--- config.mk ---
export PLATFORM = sky130hd
export DESIGN_NAME = mcs_clock_ctl
export DESIGN_NICKNAME = d
export VERILOG_FILES = /design/src/mcs_clock_ctl.v
export VERILOG_INCLUDE_DIRS = /design/src
export SDC_FILE = /design/constraint.sdc
export NUM_CORES = 1
export LEC_CHECK = 0
export BUFFER_PORTS_ARGS = -buffer_cell sky130_fd_sc_hd__buf_4
export CELL_PAD_IN_SITES_DETAIL_PLACEMENT = 1
export CELL_PAD_IN_SITES_GLOBAL_PLACEMENT = 1
export CORE_MARGIN = 5
export CORE_UTILIZATION = 40
export DETAILED_ROUTE_END_ITERATION = 7
export PLACE_DENSITY_LB_ADDON = 0.08
export REMOVE_ABC_BUFFERS = 1
export SYNTH_ARGS = -nofsm -noshare
export SYNTH_HDL_FRONTEND = slang
export SYNTH_SLANG_ARGS = --single-unit
export TNS_END_PERCENT = 30
--- constraint.sdc ---
create_clock -name pclk -period 7.3 [get_ports pclk]
set_input_delay 0.365 -clock pclk [delete_from_list [all_inputs] [get_ports pclk]]
set_output_delay 0.365 -clock pclk [all_outputs]
set_load 0.02 [all_outputs]
--- src/mcs_consts.vh ---
// Purpose: constants for the main clock select and stabilization block
// Assumes: APB byte addresses, one 32-bit word per register
// Notes:   field positions and reset values of the control registers
`ifndef MCS_CONSTS_VH
`define MCS_CONSTS_VH
`define MCS_MODE_OFF     12'h000
`define MCS_OSC_OFF      12'h004
`define MCS_STAB_OFF     12'h008
`define MCS_TSEL_OFF     12'h00C
`define MCS_STOP_OFF     12'h010
`define MCS_SEL_BIT      0
`define MCS_SRC_BIT      1
`define MCS_MAIN_OSC_STOP_BIT_BIT    0
`define MCS_TSEL_W       3
`define MCS_TSEL_RST     3'h5
`define MCS_STAB_W       5
`define MCS_CNT_W        18
`define MCS_STAB_BASE    11
`define MCS_RING_DIV_W   7
`define MCS_RING_KHZ     240
`endif

--- src/mcs_clock_ctl.v ---
// Purpose: CPU clock source select, peripheral clock enable, stabilization counter
// Assumes: pclk samples all inputs; crystal and ring clocks arrive as one-cycle ticks
// Notes:   register map on APB, zero wait states
// Functional notes
// - With the ring oscillator as CPU source, peripherals get the undivided ring clock tick.
// - Watchdog, clock monitor and interval timer at ring over 128 keep a clock on ring.
// - Externally clocked peripherals stay enabled on ring, except capture timer external edge.
// - Stabilization status bits set one after another from the first and stay set until stop mode clears them.
// - The counter stops at the selected stabilization time, so status stops there too.
// - The wait excludes the time from stop release until the oscillator starts.
//
// Chosen here: the APB slave port and the register addresses.
`timescale 1ns/1ps
`include "mcs_consts.vh"
module mcs_clock_ctl (
   input  wire        pclk,
   input  wire        presetn,
   input  wire        psel,
   input  wire        penable,
   input  wire        pwrite,
   input  wire [11:0] paddr,
   input  wire [31:0] pwdata,
   output reg  [31:0] prdata,
   output reg         pready,
   output reg         pslverr,
   input  wire        crystal_tick,
   input  wire        ring_tick,
   input  wire        osc_started,
   input  wire        stop_release,
   input  wire        capt_ext_sel,
   output reg         cpu_clock_source_flag,
   output reg         periph_clk_en,
   output reg         safe_periph_clk_en,
   output reg         ext_periph_clk_en,
   output reg         capture_timer_a_clk_en,
   output reg         main_osc_stop_bit,
   output reg         stop_mode
);
   // Control and status state
   reg                        mode_sel;      // 1 selects ring clock
   reg  [`MCS_TSEL_W-1:0]     stab_time_select_reg;
   reg  [`MCS_CNT_W-1:0]      stab_cnt;
   reg  [`MCS_STAB_W-1:0]     stab_counter_status_reg;
   reg                        osc_running;
   reg  [`MCS_RING_DIV_W-1:0] ring_div;
   reg  [31:0]                next_rdata;

   // Bus strobes and address decode
   wire                       wr;
   wire                       rd;
   wire                       setup;
   wire                       hit_mode;
   wire                       hit_osc;
   wire                       hit_tsel;
   wire                       hit_stop;
   wire                       unmapped;
   wire                       misaligned;
   wire                       tsel_ok;
   wire [`MCS_TSEL_W-1:0]     wr_tsel;

   // Stabilization count control
   wire [`MCS_CNT_W-1:0]      cnt_one;
   wire [`MCS_CNT_W-1:0]      stab_limit;
   wire                       cnt_at_limit;
   wire                       cnt_step;
   wire [`MCS_STAB_W-1:0]     sel_hit_v;

   // Ring divider wrap marks every 128th ring tick
   wire                       div_wrap;

   // Write and read strobes; read data is latched in the setup cycle
   assign setup = psel & ~penable;
   assign wr    = psel & penable & pwrite;
   assign rd    = setup & ~pwrite;

   // Register decode on the byte address
   assign hit_mode   = (paddr == `MCS_MODE_OFF);
   assign hit_osc    = (paddr == `MCS_OSC_OFF);
   assign hit_tsel   = (paddr == `MCS_TSEL_OFF);
   assign hit_stop   = (paddr == `MCS_STOP_OFF);
   assign unmapped   = (paddr > `MCS_STOP_OFF);
   assign misaligned = (paddr[1:0] != 2'h0);

   // Select codes past the last status bit are refused
   assign wr_tsel = pwdata[`MCS_TSEL_W-1:0];
   assign tsel_ok = (wr_tsel < `MCS_STAB_W);

   // Count target is 2^(11+select) crystal ticks; the count holds there
   assign cnt_one      = {{(`MCS_CNT_W-1){1'b0}}, 1'b1};
   assign stab_limit   = cnt_one << (`MCS_STAB_BASE + stab_time_select_reg);
   assign cnt_at_limit = (stab_cnt >= stab_limit);
   assign cnt_step     = osc_running & crystal_tick & ~cnt_at_limit;

   // Ring divider all ones: this tick completes a divide by 128
   assign div_wrap = ring_tick & (&ring_div);

   // Status bit n rises at threshold 2^(11+n), first bit first
   genvar g;
   generate
      for (g = 0; g < `MCS_STAB_W; g = g + 1) begin : g_stat
         assign sel_hit_v[g] = (stab_cnt >= (cnt_one << (`MCS_STAB_BASE + g)));
      end
   endgenerate

   // Mode select bit, read back beside the source flag
   always @(posedge pclk or negedge presetn) begin
      if (!presetn) begin
         mode_sel <= 1'b0;
      end else if (wr && hit_mode) begin
         mode_sel <= pwdata[`MCS_SEL_BIT];
      end
   end

   // Main oscillator stop bit; software checks the source flag first
   always @(posedge pclk or negedge presetn) begin
      if (!presetn) begin
         main_osc_stop_bit <= 1'b0;
      end else if (wr && hit_osc) begin
         main_osc_stop_bit <= pwdata[`MCS_MAIN_OSC_STOP_BIT_BIT];
      end
   end

   // Stabilization time select; out-of-range codes leave it unchanged
   always @(posedge pclk or negedge presetn) begin
      if (!presetn) begin
         stab_time_select_reg <= `MCS_TSEL_RST;
      end else if (wr && hit_tsel && tsel_ok) begin
         stab_time_select_reg <= wr_tsel;
      end
   end

   // Stop mode: a write enters it, a release leaves it; the write wins
   always @(posedge pclk or negedge presetn) begin
      if (!presetn) begin
         stop_mode <= 1'b0;
      end else if (wr && hit_stop) begin
         stop_mode <= 1'b1;
      end else if (stop_release) begin
         stop_mode <= 1'b0;
      end
   end

   // Stabilization counter: cleared in stop, waits for oscillation start
   always @(posedge pclk or negedge presetn) begin
      if (!presetn) begin
         stab_cnt                <= {`MCS_CNT_W{1'b0}};
         stab_counter_status_reg <= {`MCS_STAB_W{1'b0}};
         osc_running             <= 1'b0;
      end else if (stop_mode) begin
         stab_cnt                <= {`MCS_CNT_W{1'b0}};
         stab_counter_status_reg <= {`MCS_STAB_W{1'b0}};
         osc_running             <= 1'b0;
      end else begin
         if (osc_started)
            osc_running <= 1'b1;
         if (cnt_step)
            stab_cnt <= stab_cnt + cnt_one;
         stab_counter_status_reg <= stab_counter_status_reg | sel_hit_v;
      end
   end

   // Source flag and peripheral clock enables
   always @(posedge pclk or negedge presetn) begin
      if (!presetn) begin
         cpu_clock_source_flag  <= 1'b0;
         ring_div               <= {`MCS_RING_DIV_W{1'b0}};
         periph_clk_en          <= 1'b0;
         safe_periph_clk_en     <= 1'b0;
         ext_periph_clk_en      <= 1'b0;
         capture_timer_a_clk_en <= 1'b0;
      end else begin
         cpu_clock_source_flag <= mode_sel;
         if (ring_tick)
            ring_div <= ring_div + {{(`MCS_RING_DIV_W-1){1'b0}}, 1'b1};
         if (cpu_clock_source_flag) begin
            periph_clk_en      <= ring_tick;
            safe_periph_clk_en <= div_wrap;
            ext_periph_clk_en  <= 1'b1;
            capture_timer_a_clk_en <= ~capt_ext_sel;
         end else begin
            periph_clk_en          <= crystal_tick;
            safe_periph_clk_en     <= crystal_tick;
            ext_periph_clk_en      <= 1'b1;
            capture_timer_a_clk_en <= 1'b1;
         end
      end
   end

   // Read mux for APB
   always @* begin
      next_rdata = 32'h00000000;
      case (paddr)
         `MCS_MODE_OFF: next_rdata = {30'h0, cpu_clock_source_flag, mode_sel};
         `MCS_OSC_OFF:  next_rdata = {31'h0, main_osc_stop_bit};
         `MCS_STAB_OFF: next_rdata = {27'h0, stab_counter_status_reg};
         `MCS_TSEL_OFF: next_rdata = {29'h0, stab_time_select_reg};
         `MCS_STOP_OFF: next_rdata = {31'h0, stop_mode};
         default:       next_rdata = 32'h00000000;
      endcase
   end

   // APB answer: data captured in setup, ready in access phase
   always @(posedge pclk or negedge presetn) begin
      if (!presetn) begin
         prdata  <= 32'h00000000;
         pready  <= 1'b0;
         pslverr <= 1'b0;
      end else begin
         if (rd)
            prdata <= next_rdata;
         pready  <= setup;
         pslverr <= setup & (unmapped | misaligned);
      end
   end
endmodule // mcs_clock_ctl

## After elaboration in Yosys (flattened, before gate mapping)

Cells that the tools add are included.

- Flip-flop bits (word level): 76
- Latch bits: 0
- Bits in writable memories: 0
- Bits in read-only memories: 0
- Bits of input ports: 54
- Word-level logic and storage cells: 68
- Memories kept: 0

- $add $sub $neg: 3
- Multiply operators: 0
- Div/mod/pow operators: 0
- Order comparisons: 8
- Equality and inequality tests: 4
- Shift-type cells: 1
- Muxes and demuxes: 11
- Bitwise operators: 14
- Reductions and logical operators: 11

Operator list:

| cell | count |
|---|---|
| $mux W18 | 2 |
| $pmux W5 S5 | 1 |
| $eq A12 B4 Y1 const B | 2 |
| $add A18 B1 Y18 const B | 1 |
| $ge A18 B12 Y1 const B | 1 |
| $ge A18 B13 Y1 const B | 1 |
| $ge A18 B14 Y1 const B | 1 |
| $ge A18 B15 Y1 const B | 1 |
| $ge A18 B16 Y1 const B | 1 |
| $ge A18 B18 Y1 | 1 |
| $shl A1 B5 Y18 const A | 1 |
| $eq A12 B3 Y1 const B | 1 |
| $eq A12 B5 Y1 const B | 1 |
| $gt A12 B5 Y1 const B | 1 |
| $logic_not A12 Y1 | 1 |
| $and A1 B1 Y1 | 8 |
| $reduce_bool A2 Y1 | 4 |
| $add A7 B1 Y7 const B | 1 |
| $mux W1 | 7 |
| $reduce_and A7 Y1 | 1 |
| $add A4 B3 Y5 const A | 1 |
| $logic_and A1 B1 Y1 | 5 |
| $mux W5 | 1 |
| $or A5 B5 Y5 | 1 |
| other kinds (3) | 6 |

## Depth between registers and ports, before layout

- Depth after elaboration: 7
- Mapped depth: 13
- Depth with buffers taken out: 11

## Worst setup path before layout

Ideal clock, no wire load.

- Path kind: register to register
- Start point: reg stab_time_select_reg[1]
- End point: reg stab_cnt[1]
- Data arrival time: 2,998 ps
- Slack: 4,170 ps
- Cell stages (with the launch flop): 13
- Path buffers: 2
- Clock period less this slack: 3,130 ps
- Cells stage by stage: dfrtp_1 or2_2 ha_1 or3_1 ha_1 nand4_1 nor4_1 nor2_1 a21oi_2 buf_6 buf_2 mux2i_1 nor2_1

- Longest elaborated chain between the ends: 6

RTL lines:

| item | line | RTL |
|---|---|---|
| from (decl) | mcs_clock_ctl.v:41 | `` reg [`MCS_TSEL_W-1:0] stab_time_select_reg; `` |
| from (signal assigned) | mcs_clock_ctl.v:126 | `` stab_time_select_reg <= `MCS_TSEL_RST; `` |
| from (signal assigned) | mcs_clock_ctl.v:128 | `stab_time_select_reg <= wr_tsel;` |
| $add A4 B3 Y5 (no source line) | - |  |
| $shl A1 B5 Y18 | mcs_clock_ctl.v:90 | `` assign stab_limit = cnt_one << (`MCS_STAB_BASE + stab_time_select_reg); `` |
| $ge A18 B18 Y1 | mcs_clock_ctl.v:91 | `assign cnt_at_limit = (stab_cnt >= stab_limit);` |
| $not A1 Y1 | mcs_clock_ctl.v:92 | `assign cnt_step = osc_running & crystal_tick & ~cnt_at_limit;` |
| $and A1 B1 Y1 | mcs_clock_ctl.v:92 |  |
| $reduce_bool A2 Y1 (no source line) | - |  |
| to (signal assigned) | mcs_clock_ctl.v:146 | `` stab_cnt <= {`MCS_CNT_W{1'b0}}; `` |
| to (signal assigned) | mcs_clock_ctl.v:150 | `` stab_cnt <= {`MCS_CNT_W{1'b0}}; `` |
| to (signal assigned) | mcs_clock_ctl.v:157 | `stab_cnt <= stab_cnt + cnt_one;` |
| to (decl) | mcs_clock_ctl.v:42 | `` reg [`MCS_CNT_W-1:0] stab_cnt; `` |

Every way passes these cells.
A chain may end at the register's enable or synchronous reset.

## Worst setup path in the final report

- Start point: reg stab_time_select_reg[1]
- End point: reg stab_cnt[13]

The elaborated chain is that of the path after synthesis.

==> qor.yml <==
logic_synthesis:
  synth_top_area_frac: 0.4126
  yosysTopAreaCell: "dfrtp_1"
  synth_warnings: 0
  synth_common_cells: "47 x dfrtp_1, 27 x buf_4, 26 x nor2_1"
  netlist_area_sq_um: 2850
  ys.flop_type: "dfrtp_1"
  yosys.cell_count.top_type: "dfrtp_1"
  postSynthCellCount: 305
  synth-edff-count: 0
  ys_seq_area_frac: 0.4311
  synth.ff_latch_count: 49
  avgSynthCellArea_sq_um: 9.345
  async_reset_ff_frac: 1.000
  synth_cell_types: 45
  synth.area.top_cells: "dfrtp_1 41%, buf_4 7.1%, ha_1 5.7%"
clock_network:
  clk_transition_reported_paths_ns: 0.09
  clk_latency_ns: 0.30
  hold_buffers: 0
  cts_tree: "yes"
  ctsResizeCount: 0
  clock-root-buffer: "clkbuf_8"
  cts_setup_buffers: 0
  h-tree-depth: 2
  clk_path_buf_depth: 2
  clock-sinks: 49
  numCtsBuffers: 5
finish:
  largest_register_ffs: 18
  finalNetCount: 409
  drive_gt1_frac: 0.1749
  final.fill_count: 829
  finalNonFillerCells: 439
  top_register: "stab_cnt"
  final_util: 0.4698
  synthToLayoutAreaGrowth_pct: 13.21
  diodes: 0
  top_regs: "stab_cnt: 18 flops, ring_div: 7 flops"
sta:
  relSlewSlack: 0.4488
  hold_viol_final: 0
  fin_tns_setup_ns: 0
  skew_ns: 0.007965
  rsz0062_at_grt: "no"
  tightest_slew_ns: 0.8268
  slew_viol_final: 0
  setup_violations: 0
  max_freq_mhz: 265.2
  period_minus_slack_ns: 3.770
  period_share: 0.5165
route:
  drtIter0Drc: 36
  vias_per_cell: 5.125
  via_count: 2250
  drcViolationCount: 0
  dr.pass1.iters: 4
  routed_wl_microns: 6680
  wire_per_inst_microns: 15.22
  ant_nets: 0
job:
  drv_cap: 0
setup_path:
  slowest_stage: "a21oi_1"
  start_kind: "flop"
  rr_startpoint: "stab_time_select_reg[1]"
  crit_cells: 10
  reg2reg_depth: 10
  cp-end-kind: "flop"
  r2r_slack_ns: 3.53
  r2r-end: "stab_cnt[13]"
  cp.required_ns: 7.49
  critPathMaxStageDelay_ns: 0.67
  cp.arrival_ns: 3.96
  critical_path_class: "flop to flop"
  critical-path-top-delay-family: "simple AND/OR/NAND/NOR gates"
  crit_fanout: 11
  path_buf_inv: 0
  path_cells: "or2_2 -> ha_1 -> or3_1 -> ha_1 -> nand4_1 -> nor4_1 -> nor3_1 -> a21oi_1 -> nor2_1 -> mux2_2"
  cp_common_cell: "ha_1"
grt:
  grt_pass1_wl_microns: 11170
  grt_pass1_vias: 2351
  grt_max_degree: 50
  grt_usage: 0.1559
  antenna_found_initial: 0
  grt_overflow: 0
pwr:
  vdd_ir_drop_max_uv: 94.01
  p_total_uw: 679.8
  total_leakage_power_nw: 1.493
  power_density_nw_per_um2: 210.7
floorplanning:
  rows: 30
  core_sq_um: 6869
  die_h_microns: 94.42
  dieArea_sq_um: 8914
  chipWidth_microns: 94.42
  pin_count: 95
  start_util: 0.4149
run_status:
  status: "completed"
placement:
  port_buffers: 38
  place_inst: 431
  routabilityCongestion: 0.7538
  dp_hpwl_microns: 5036
min_path:
  hp-class: "primary input to asynchronous set/reset pin"
power by group:
| part | switching [mW] | internal, mW | total, mW |
|---|---|---|---|
| logic | 0.0739 | 0.0567 | 0.131 |
| clock network | 0.0969 | 0.103 | 0.200 |
| registers | 0.0411 | 0.309 | 0.350 |
how the worst max path moves through the flow:
stage | start | slack, ns | to
2_1_floorplan | stab_time_select_reg[1] | 4.04 | stab_cnt[10]
3_3_place_gp | stab_time_select_reg[1] | 3.60 | stab_cnt[13]
4_1_cts | stab_time_select_reg[1] | 3.48 | stab_cnt[13]
5_1_grt | stab_time_select_reg[1] | 3.23 | stab_cnt[10]
6_report | stab_time_select_reg[1] | 3.53 | stab_cnt[13]
3_5_place_dp | stab_time_select_reg[1] | 3.54 | stab_cnt[13]
cell usage in the layout (no fill, tap or decap), types with 4 or more instances in the layout:
cell,count
nand4_1,7
a21oi_1,23
or3_1,8
nand2_1,18
o31ai_1,9
nor2b_1,5
ha_1,13
nor3_1,7
or4_1,11
dfrtp_1,47
mux2_2,6
xnor2_1,4
inv_1,15
buf_4,39
o21ai_0,12
conb_1,28
and3_1,4
nor2_1,26
nand3_1,17
clkbuf_8,5
through the flow:
| step | hold WS [ns] | setup WS (ns) | area, sq um |
|---|---|---|---|
| detailed placement | 0.3899 | 3.535 | 3112 |
| floorplan | 0.06941 | 4.035 | 2699 |
| finish | 0.06028 | 3.530 | 3227 |
| CTS | 0.1010 | 3.477 | 3227 |
| global route | 0.1187 | 3.227 | 3227 |
| global placement | 0.3775 | 3.596 | 3112 |
kinds of logic after synthesis:
| kind of cell | synth area share |
|---|---|
| mux | 0.03424 |
| xor+xnor | 0.02151 |
| fa+ha+maj | 0.05707 |
| other cells | 0.002635 |
| compound gates | 0.1251 |
| simple gates | 0.2212 |
| buf+inv | 0.1071 |
| flops | 0.4311 |
per-layer routing:
metal  vias up  part of all wire  GRT usage
met2        53              0.46     0.2695
met4         0            0.0076    0.03249
li1       1104                 -          -
met1      1088              0.47     0.2004
met5         -                 0          0
met3         5             0.064    0.03426
area by class of cell:
type                       count  area (sq um)  area share
multi-input combinational    232          1414      0.4382
timing repair buffer          39         292.8     0.09073
clock inverter                 3         46.29     0.01435
sequential                    49          1229      0.3808
inverter                      15         56.30     0.01745
clock buffer                   5         68.82     0.02133
tap                           96         120.1     0.03722
Note: power is estimated with default switching activity, not from simulation.
